--- src/inc/dcp_consts.vh ---
// Constants for the channel port timing block
`ifndef DCP_CONSTS_VH
`define DCP_CONSTS_VH

// System clock period in picoseconds (100 MHz)
`define DCP_CLK_PS 32'd10000

// Lane widths
`define DCP_DQ_W 8
`define DCP_ROW_W 3
`define DCP_COL_W 5
`define DCP_ADDR_W 6
`define DCP_RDW 32

// Power states
`define DCP_ST_ATTENTION_STATE 3'h0
`define DCP_ST_STANDBY_STATE 3'h1
`define DCP_ST_NAP 3'h2
`define DCP_ST_PDN 3'h3
`define DCP_ST_NAPXA 3'h4
`define DCP_ST_NAPXB 3'h5
`define DCP_ST_PDNXA 3'h6
`define DCP_ST_PDNXB 3'h7

// Power state delays in channel cycles
`define DCP_AS_CYC 4'h2
`define DCP_SA_CYC 4'h2
`define DCP_ASN_CYC 4'h4
`define DCP_NAPXB_CNT_W 4

// Exit times as printed
`define DCP_NAPXA_NS 32'd50
`define DCP_NAPXB_NS 32'd40
`define DCP_PDNXA_US 32'd4
`define DCP_PDNXB_CYC 14'h2328

// Crossing adjustment codes
`define DCP_ADJ_NOM 2'h0
`define DCP_ADJ_SHORT 2'h1
`define DCP_ADJ_LONG 2'h2

// Latency counter width and reset latency
`define DCP_LAT_W 5
`define DCP_LAT_RST 5'h08

// Serial read word length
`define DCP_SR_W 8
`define DCP_SR_CNT_W 4

`endif

--- src/rtl/dcp_channel_port.v ---
// Channel and serial port timing logic of the memory device
//
// Function
// - Sample lanes at both receive clock edges
// - Drive read lanes twice per transmit cycle
// - Command sampled odd rising, even falling
// - Upstream chain sampled on serial falling
// - Serial read bits launched on falling
// - Broadcast bit set: all sleepers exit
// - Broadcast clear: only addressed device exits
// - Address on lanes 5:0 at rising
// - Chain repeats downstream; back only read
// - Attention to standby in 1-4 cycles
// - Standby to attention within 3 cycles
// - Nap or power-down entry within 8
// - Nap exit phases 50 ns, 40 ns
// - Power-down exit 4 us, 9000 cycles
// - Read data crosses receive to transmit
// - Delay is latency minus phase offset
// - Delay may be one shorter or longer
// - Crossing latency chosen once at init
`timescale 1ns/1ps
`default_nettype none
`include "dcp_consts.vh"

module dcp_channel_port #(
  parameter [`DCP_ADDR_W-1:0] DEVICE_ADDR = 6'h00,
  parameter [13:0] PDNXB_CYCLES = `DCP_PDNXB_CYC,
  parameter [15:0] PDNXA_CLKS = 16'd400
) (
  input wire clock,
  input wire sys_rst,
  input wire transmit_clock,
  input wire receive_clock,
  input wire serial_clock,
  input wire serial_cmd,
  input wire [`DCP_DQ_W-1:0] data_lane_group_a_in,
  input wire [`DCP_DQ_W-1:0] data_lane_group_b_in,
  input wire [`DCP_ROW_W-1:0] row_lanes,
  input wire [`DCP_COL_W-1:0] col_lanes,
  input wire chain_upstream_pin_in,
  input wire chain_downstream_pin_in,
  input wire exit_broadcast_select,
  input wire chain_read_return,
  input wire req_standby,
  input wire req_attention,
  input wire req_nap,
  input wire req_power_down,
  input wire init_active,
  input wire [1:0] latency_adjust,
  input wire [`DCP_LAT_W-1:0] column_access_latency,
  input wire read_cmd,
  input wire [`DCP_RDW-1:0] read_data,
  input wire serial_read_start,
  input wire [`DCP_SR_W-1:0] serial_read_word,
  output reg [`DCP_DQ_W-1:0] data_lane_group_a_out,
  output reg [`DCP_DQ_W-1:0] data_lane_group_b_out,
  output reg data_lanes_oe_n,
  output reg [2*`DCP_DQ_W-1:0] sample_even,
  output reg [2*`DCP_DQ_W-1:0] sample_odd,
  output reg [`DCP_ROW_W+`DCP_COL_W-1:0] rowcol_even,
  output reg [`DCP_ROW_W+`DCP_COL_W-1:0] rowcol_odd,
  output reg sample_valid,
  output reg [1:0] cmd_pair,
  output reg cmd_pair_valid,
  output reg chain_in_bit,
  output reg chain_in_valid,
  output reg chain_upstream_pin_out,
  output reg chain_upstream_pin_oe_n,
  output reg chain_downstream_pin_out,
  output reg [2:0] power_state,
  output reg latency_locked,
  output reg read_busy
);

  // Derived cycle counts for nap exit, longest times round down
  localparam [31:0] NAPXA_RAW = (`DCP_NAPXA_NS * 32'd1000) / `DCP_CLK_PS;
  localparam [31:0] NAPXB_RAW = (`DCP_NAPXB_NS * 32'd1000) / `DCP_CLK_PS;
  localparam [15:0] NAPXA_CLKS = NAPXA_RAW[15:0];
  localparam [15:0] NAPXB_CLKS = NAPXB_RAW[15:0];
  localparam [31:0] PDNXA_RAW = (`DCP_PDNXA_US * 32'd1000000) / `DCP_CLK_PS;
  localparam AW = 3 + 3 + 2 * `DCP_DQ_W + `DCP_ROW_W + `DCP_COL_W;

  // Synchroniser: three stages for the clock, command, chain and lane inputs
  wire [AW-1:0] async_in;
  reg [AW-1:0] s1_reg;
  reg [AW-1:0] s2_reg;
  reg [AW-1:0] s3_reg;
  reg [AW-1:0] filt_reg;
  reg [AW-1:0] filt_prev_reg;
  wire [AW-1:0] filt_next;

  assign async_in = {transmit_clock, receive_clock, serial_clock, serial_cmd,
                     chain_upstream_pin_in, chain_downstream_pin_in,
                     data_lane_group_a_in, data_lane_group_b_in, row_lanes, col_lanes};

  // Filtered value follows only once stages two and three agree
  assign filt_next = (s3_reg & ~(s2_reg ^ s3_reg)) | (filt_reg & (s2_reg ^ s3_reg));

  always @(posedge clock) begin
    if (sys_rst) begin
      s1_reg <= {AW{1'b0}};
      s2_reg <= {AW{1'b0}};
      s3_reg <= {AW{1'b0}};
      filt_reg <= {AW{1'b0}};
      filt_prev_reg <= {AW{1'b0}};
    end else begin
      s1_reg <= async_in;
      s2_reg <= s1_reg;
      s3_reg <= s2_reg;
      filt_reg <= filt_next;
      filt_prev_reg <= filt_reg;
    end
  end

  // Field picks from the filtered vector
  wire tclk_f = filt_reg[AW-1];
  wire rclk_f = filt_reg[AW-2];
  wire sck_f = filt_reg[AW-3];
  wire cmd_f = filt_reg[AW-4];
  wire up_f = filt_reg[AW-5];
  wire dn_f = filt_reg[AW-6];
  wire [2*`DCP_DQ_W-1:0] dq_f = filt_reg[AW-7 -: 2*`DCP_DQ_W];
  wire [`DCP_ROW_W+`DCP_COL_W-1:0] rc_f = filt_reg[`DCP_ROW_W+`DCP_COL_W-1:0];

  // Edge strobes on the sampled clocks
  wire tclk_fall = filt_prev_reg[AW-1] & ~tclk_f;
  wire tclk_rise = ~filt_prev_reg[AW-1] & tclk_f;
  wire rclk_fall = filt_prev_reg[AW-2] & ~rclk_f;
  wire rclk_rise = ~filt_prev_reg[AW-2] & rclk_f;
  wire sck_fall = filt_prev_reg[AW-3] & ~sck_f;
  wire sck_rise = ~filt_prev_reg[AW-3] & sck_f;

  // lane sampling: falling receive edge is 0%, rising is 50%
  always @(posedge clock) begin
    if (sys_rst) begin
      sample_even <= {2*`DCP_DQ_W{1'b0}};
      sample_odd <= {2*`DCP_DQ_W{1'b0}};
      rowcol_even <= {`DCP_ROW_W+`DCP_COL_W{1'b0}};
      rowcol_odd <= {`DCP_ROW_W+`DCP_COL_W{1'b0}};
      sample_valid <= 1'b0;
    end else begin
      sample_valid <= rclk_rise;
      if (rclk_fall) begin
        sample_even <= dq_f;
        rowcol_even <= rc_f;
      end
      if (rclk_rise) begin
        sample_odd <= dq_f;
        rowcol_odd <= rc_f;
      end
    end
  end

  // command bits: odd on rising, even on falling serial edge
  reg cmd_odd_reg;
  always @(posedge clock) begin
    if (sys_rst) begin
      cmd_odd_reg <= 1'b0;
      cmd_pair <= 2'h0;
      cmd_pair_valid <= 1'b0;
    end else begin
      cmd_pair_valid <= sck_fall;
      if (sck_rise) begin
        cmd_odd_reg <= cmd_f;
      end
      if (sck_fall) begin
        cmd_pair <= {cmd_odd_reg, cmd_f};
      end
    end
  end

  // upstream chain input taken on serial falling edge only
  always @(posedge clock) begin
    if (sys_rst) begin
      chain_in_bit <= 1'b0;
      chain_in_valid <= 1'b0;
    end else begin
      chain_in_valid <= sck_fall;
      if (sck_fall) begin
        chain_in_bit <= up_f;
      end
    end
  end

  // Serial read word shifter
  reg [`DCP_SR_W-1:0] sr_reg;
  reg [`DCP_SR_CNT_W-1:0] sr_cnt_reg;
  wire sr_active = (sr_cnt_reg != {`DCP_SR_CNT_W{1'b0}});
  // One count per bit plus a closing fall that ends the drive
  localparam [31:0] SR_LOAD_RAW = `DCP_SR_W + 1;
  localparam [`DCP_SR_CNT_W-1:0] SR_LOAD = SR_LOAD_RAW[`DCP_SR_CNT_W-1:0];
  localparam [`DCP_SR_CNT_W-1:0] SR_LAST = {{(`DCP_SR_CNT_W-1){1'b0}}, 1'b1};

  // one new read bit per serial cycle on the falling edge
  always @(posedge clock) begin
    if (sys_rst) begin
      sr_reg <= {`DCP_SR_W{1'b0}};
      sr_cnt_reg <= {`DCP_SR_CNT_W{1'b0}};
    end else if (serial_read_start && !sr_active) begin
      sr_reg <= serial_read_word;
      sr_cnt_reg <= SR_LOAD;
    end else if (sck_fall && sr_active) begin
      sr_reg <= {sr_reg[`DCP_SR_W-2:0], 1'b0};
      sr_cnt_reg <= sr_cnt_reg - 1'b1;
    end
  end

  // chain repeater; upstream pin carries downstream data only on reads
  always @(posedge clock) begin
    if (sys_rst) begin
      chain_downstream_pin_out <= 1'b0;
      chain_upstream_pin_out <= 1'b0;
      chain_upstream_pin_oe_n <= 1'b1;
    end else begin
      chain_downstream_pin_out <= up_f;
      if (sr_active) begin
        // launch the next bit; the last one stands to the closing fall
        if (sck_fall && sr_cnt_reg != SR_LAST) begin
          chain_upstream_pin_out <= sr_reg[`DCP_SR_W-1];
        end
        chain_upstream_pin_oe_n <= 1'b0;
      end else if (chain_read_return) begin
        chain_upstream_pin_out <= dn_f;
        chain_upstream_pin_oe_n <= 1'b0;
      end else begin
        chain_upstream_pin_out <= 1'b0;
        chain_upstream_pin_oe_n <= 1'b1;
      end
    end
  end

  // Exit request: command high at rising serial edge while asleep
  wire asleep = (power_state == `DCP_ST_NAP) || (power_state == `DCP_ST_PDN);
  // compare captured lanes 5:0 with own address
  wire addr_hit = (dq_f[2*`DCP_DQ_W-1 -: `DCP_DQ_W] & 8'h3f) == {2'h0, DEVICE_ADDR};
  wire exit_go = sck_rise && cmd_f && asleep && (exit_broadcast_select || addr_hit);

  // Power state machine with channel-cycle and clock counters
  reg [2:0] ps_next;
  reg [13:0] cyc_reg;
  reg [15:0] clk_reg;
  reg [1:0] pend_reg;
  localparam [1:0] PEND_NONE = 2'h0;
  localparam [1:0] PEND_NAP = 2'h1;
  localparam [1:0] PEND_PDN = 2'h2;
  localparam [1:0] PEND_STANDBY_STATE = 2'h3;

  always @* begin
    ps_next = power_state;
    case (power_state)
      `DCP_ST_ATTENTION_STATE: begin
        if (pend_reg == PEND_STANDBY_STATE && cyc_reg[3:0] == `DCP_AS_CYC) begin
          ps_next = `DCP_ST_STANDBY_STATE;
        end else if (pend_reg == PEND_NAP && cyc_reg[3:0] == `DCP_ASN_CYC) begin
          ps_next = `DCP_ST_NAP;
        end else if (pend_reg == PEND_PDN && cyc_reg[3:0] == `DCP_ASN_CYC) begin
          ps_next = `DCP_ST_PDN;
        end
      end
      `DCP_ST_STANDBY_STATE: begin
        if (pend_reg == PEND_STANDBY_STATE && cyc_reg[3:0] == `DCP_SA_CYC) begin
          ps_next = `DCP_ST_ATTENTION_STATE;
        end else if (pend_reg == PEND_NAP && cyc_reg[3:0] == `DCP_ASN_CYC) begin
          ps_next = `DCP_ST_NAP;
        end else if (pend_reg == PEND_PDN && cyc_reg[3:0] == `DCP_ASN_CYC) begin
          ps_next = `DCP_ST_PDN;
        end
      end
      `DCP_ST_NAP: begin
        if (exit_go) ps_next = `DCP_ST_NAPXA;
      end
      `DCP_ST_PDN: begin
        if (exit_go) ps_next = `DCP_ST_PDNXA;
      end
      `DCP_ST_NAPXA: begin
        if (clk_reg == NAPXA_CLKS - 16'h0001) ps_next = `DCP_ST_NAPXB;
      end
      `DCP_ST_NAPXB: begin
        if (clk_reg == NAPXB_CLKS - 16'h0001) ps_next = `DCP_ST_ATTENTION_STATE;
      end
      `DCP_ST_PDNXA: begin
        if (clk_reg == PDNXA_CLKS - 16'h0001) ps_next = `DCP_ST_PDNXB;
      end
      `DCP_ST_PDNXB: begin
        if (cyc_reg == PDNXB_CYCLES) ps_next = `DCP_ST_ATTENTION_STATE;
      end
      default: ps_next = `DCP_ST_ATTENTION_STATE;
    endcase
  end

  // State, pending request and counters
  always @(posedge clock) begin
    if (sys_rst) begin
      power_state <= `DCP_ST_ATTENTION_STATE;
      pend_reg <= PEND_NONE;
      cyc_reg <= 14'h0000;
      clk_reg <= 16'h0000;
    end else begin
      power_state <= ps_next;
      if (ps_next != power_state) begin
        pend_reg <= PEND_NONE;
        cyc_reg <= 14'h0000;
        clk_reg <= 16'h0000;
      end else begin
        clk_reg <= clk_reg + 16'h0001;
        if (rclk_fall && (pend_reg != PEND_NONE || power_state == `DCP_ST_PDNXB)) begin
          cyc_reg <= cyc_reg + 14'h0001;
        end
        if (pend_reg == PEND_NONE && !asleep && power_state <= `DCP_ST_STANDBY_STATE) begin
          if (req_power_down) begin
            pend_reg <= PEND_PDN;
          end else if (req_nap) begin
            pend_reg <= PEND_NAP;
          end else if (req_standby && power_state == `DCP_ST_ATTENTION_STATE) begin
            pend_reg <= PEND_STANDBY_STATE;
          end else if (req_attention && power_state == `DCP_ST_STANDBY_STATE) begin
            pend_reg <= PEND_STANDBY_STATE;
          end
        end
      end
    end
  end

  // latency adjustment captured during init, then frozen
  reg [1:0] adj_reg;
  always @(posedge clock) begin
    if (sys_rst) begin
      adj_reg <= `DCP_ADJ_NOM;
      latency_locked <= 1'b0;
    end else if (!latency_locked) begin
      if (init_active) begin
        adj_reg <= latency_adjust;
      end else begin
        latency_locked <= 1'b1;
      end
    end
  end

  // launch count with the stored one-cycle adjustment
  function [`DCP_LAT_W-1:0] lat_count;
    input [`DCP_LAT_W-1:0] cac;
    input [1:0] adj;
    begin
      case (adj)
        `DCP_ADJ_SHORT: lat_count = cac - 1'b1;
        `DCP_ADJ_LONG: lat_count = cac + 1'b1;
        default: lat_count = cac;
      endcase
    end
  endfunction

  // read data held from command, launched in transmit cycles
  reg [`DCP_RDW-1:0] rd_hold_reg;
  reg [`DCP_LAT_W-1:0] lat_reg;
  reg [1:0] beat_reg;

  // count transmit falling edges; offset follows the clock phase
  always @(posedge clock) begin
    if (sys_rst) begin
      rd_hold_reg <= {`DCP_RDW{1'b0}};
      lat_reg <= `DCP_LAT_RST;
      read_busy <= 1'b0;
      beat_reg <= 2'h0;
    end else if (read_cmd && !read_busy && latency_locked) begin
      rd_hold_reg <= read_data;
      lat_reg <= lat_count(column_access_latency, adj_reg);
      read_busy <= 1'b1;
      beat_reg <= 2'h0;
    end else if (read_busy) begin
      if (tclk_fall && lat_reg != {`DCP_LAT_W{1'b0}}) begin
        lat_reg <= lat_reg - 1'b1;
      end else if (lat_reg == {`DCP_LAT_W{1'b0}} && (tclk_rise || tclk_fall)) begin
        beat_reg <= beat_reg + 2'h1;
        if (beat_reg == 2'h2) read_busy <= 1'b0;
      end
    end
  end

  // even half launched at rising transmit edge, odd at falling
  always @(posedge clock) begin
    if (sys_rst) begin
      data_lane_group_a_out <= {`DCP_DQ_W{1'b0}};
      data_lane_group_b_out <= {`DCP_DQ_W{1'b0}};
      data_lanes_oe_n <= 1'b1;
    end else if (read_busy && lat_reg == {`DCP_LAT_W{1'b0}}) begin
      if (tclk_rise && beat_reg == 2'h0) begin
        data_lane_group_a_out <= rd_hold_reg[31:24];
        data_lane_group_b_out <= rd_hold_reg[23:16];
        data_lanes_oe_n <= 1'b0;
      end else if (tclk_fall && beat_reg == 2'h1) begin
        data_lane_group_a_out <= rd_hold_reg[15:8];
        data_lane_group_b_out <= rd_hold_reg[7:0];
      end else if (beat_reg == 2'h2 && (tclk_rise || tclk_fall)) begin
        data_lanes_oe_n <= 1'b1;
      end
    end else if (!read_busy) begin
      data_lanes_oe_n <= 1'b1;
    end
  end

endmodule // dcp_channel_port
`default_nettype wire

--- config.mk ---
export PLATFORM = sky130hd
export DESIGN_NAME = dcp_channel_port
export DESIGN_NICKNAME = d
export VERILOG_FILES = /design/src/rtl/dcp_channel_port.v
export VERILOG_INCLUDE_DIRS = /design/src /design/src/inc
export SDC_FILE = /design/constraint.sdc
export NUM_CORES = 1
export LEC_CHECK = 0
export ABC_CLOCK_PERIOD_IN_PS = 6400
export BUFFER_PORTS_ARGS = -buffer_cell sky130_fd_sc_hd__buf_2
export CAP_MARGIN = 25
export CORE_MARGIN = 10
export CORE_UTILIZATION = 39
export CTS_BUF_LIST = sky130_fd_sc_hd__clkbuf_16
export CTS_CLUSTER_SIZE = 20
export DETAILED_ROUTE_END_ITERATION = 10
export PLACE_DENSITY = 0.69
export SETUP_SLACK_MARGIN = 0.1
export SKIP_CTS_REPAIR_TIMING = 1
export SYNTH_ARGS = -nofsm -noshare
export SYNTH_HDL_FRONTEND = slang
export SYNTH_SLANG_ARGS = --single-unit
--- constraint.sdc ---
create_clock -name clock -period 6.4 [get_ports clock]
set_input_delay 0.64 -clock clock [delete_from_list [all_inputs] [get_ports clock]]
set_output_delay 0.64 -clock clock [all_outputs]
set_load 0.05 [all_outputs]
==> run metrics <==
status=finished clean; CTS H-Tree Depth=1; final non-filler cell total=1725; clock root buffer=clkbuf_16; critical path class=reg -> reg; Clock Pin Slew Worst Setup and Hold Paths=60 ps; ANT nets after route=0; # DRC=0; Total GRT Usage=13.7%; Detailed Routing Iterations Pass 1=5; worst hold path type=in -> reg; max cap viols=0; initial core utilization=39.3%; Place WS=3360 ps; max_slew headroom=38.0%; final core utilization=46.8%; first-iteration detailed-routing DRC count=384; Worst Path Arrival=3530 ps; post-synth cell types=55; CP Depth=7; top layer in use=met4; Mapped Avg Cell Area=9.14 µm²; Crit-path slowest cell=a21oi_2; number of synthesized flops with an enable pin=0; sequential element share of the synthesized area=52.9%; Crit path buffers/inverters=2; Crit path required time=6850 ps; area share of the largest cell type after synthesis=52.9%; Port Buf Inserts=166; synth warn=0; Top Ports=167; R2R cell count=7; Routed WL per cell=14.6 µm; CP max FO=22; final slew viol count=0; Fin. Hold Viols=0; WL met1=11200 µm; cells after synthesis=1189; crit path cell chain=inv_1, ha_1, nand2_1, a21oi_2, buf_16, nor2_1, a311oi_1; largest net degree at the start of global routing=110; placed cell count=1668; Min-Delay Path Depth=2; post-detail-place hpwl=17400 µm; RSZ-0062 raised after global routing=false; Main synth FF type=dfxtp_1; CP Capture Type=flop; Area growth, synth to finish=19.1%; Rows=61; CP top delay family=compound AO/OA/AOI/OAI gates; first-pass GRT wire length=41300 µm; Min Hold Slack=297 ps; Remaining Overflow, GRT=0; Critical Path Source Type=flop; Final min period=3080 ps; final period utilization=48.1%; Syn Std Cell Area=10900 µm²; layout cells sized above 1=19.3%; clock latency on the worst-skew pair=550 ps; vias in the first global route=8272; vias per std cell=4.90; Die Span Y=187 µm; Static Leak=4.83 nW; worst-margin pin slew=930 ps; final setup fails=0; Final Skew=10.3 ps; Synth async-reset ratio=0%; fmax=0.325 GHz; Die X=187 µm; setup TNS=0 ps; PwrDens=281 nW/µm²; clk buf depth=3; Core Area=27600 µm²; clk sinks=287; CTS tree=yes; vias=8453; delay of the slowest critical-path stage=710 ps; fin worst setup slack=3320 ps; routed wire length=25100 µm; gp weighted congestion=0.806; Post-layout nets=1432; die area=34900 µm²; most area-consuming cells after synthesis=dfxtp_1 53%, nand2_1 8.4%, a21oi_1 6.1%; #FFs+latches synth=287; area leader, netlist=dfxtp_1; Net Count, Synth=1296; met2 WL=11700 µm; initial antenna violation count=2; WL met3=1790 µm; maximum vdd drop=0.000208 V; total CTS buffers=30
[cells in the mapped netlist, drive strengths merged, types with 8 or more instances]
cell type / n
buf: 15
nand2: 243
nand4: 10
inv: 17
mux2i: 10
o21ai: 34
a311oi: 17
dfxtp: 287
a211oi: 10
nor2b: 97
xnor2: 20
nand3: 30
xor2: 19
a21oi: 133
clkbuf: 60
nor2: 51
nor3: 10
nand3b: 8
ha: 18
nor4: 34
[metrics by stage]
stage	area, µm²	power, mW
6_report	12900	3.63
4_1_cts	12900	3.68
3_5_place_dp	12000	2.06
5_1_grt	12900	3.79
3_3_place_gp	11900	2.06
2_1_floorplan	10900	2.01
[where the power goes]
part / total [mW] / internal (mW) / leakage, nW / switching, mW
combinational: 0.170 / 0.0731 / 2.01 / 0.0969
sequential: 1.86 / 1.83 / 2.33 / 0.0254
clock: 1.60 / 0.924 / 0.485 / 0.679
total: 3.63 / 2.83 / 4.83 / 0.801
[cell type report]
cell class	instances	area [µm²]
Fill cell	2717	14700
Timing Repair Buffer	179	1010
Clock inverter	22	164
Sequential cell	287	5750
Antenna cell	2	5.00
Inverter	17	63.8
Tap cell	378	473
Clock buffer	30	751
Multi-Input combinational cell	810	4720
[cell usage in the layout (no fill, tap or decap), types with 18 or more instances in the layout]
cell	netlist	routed
dfxtp_1	287	287
nand2_1	243	243
buf_2	1	165
a21oi_1	133	132
nor2b_1	97	95
nor2_1	51	50
o21ai_0	34	34
nand3_1	30	30
clkbuf_16	0	30
nor4_2	29	29
inv_1	17	28
xnor2_1	20	20
xor2_1	19	19
ha_1	18	18
[metal layers]
layer / GRT usage (%) / up-vias
met5: 0 / -
met4: 3.60 / 0
met3: 4.16 / 36
met2: 22.8 / 207
met1: 16.9 / 3915
li1: - / 4295
[worst paths after layout]
kind	start	to	slack, ps
worst max-delay path	beat_reg[0]	data_lane_group_b_out[1]	3320
worst min register to register	s1_reg[21]	s2_reg[21]	430
worst max register to register	beat_reg[0]	data_lane_group_b_out[1]	3320
worst min-delay path	data_lane_group_a_in[6]	s1_reg[22]	300
[logic make-up (layout without fill, tap and decap cells)]
kind of cell | after synthesis | in the layout | synth area share [%]
AOI/OAI and AO/OA | 216 | 216 | 11.6
xor gates and xnor gates | 39 | 39 | 3.14
adders and majority gates | 19 | 19 | 2.26
buffers and inverters | 92 | 248 | 3.71
DFF | 287 | 287 | 52.9
muxes | 12 | 12 | 1.13
other | 0 | 2 | 0
and+or+nand+nor | 524 | 524 | 25.3
No activity file was read; power rests on OpenSTA's default activity.
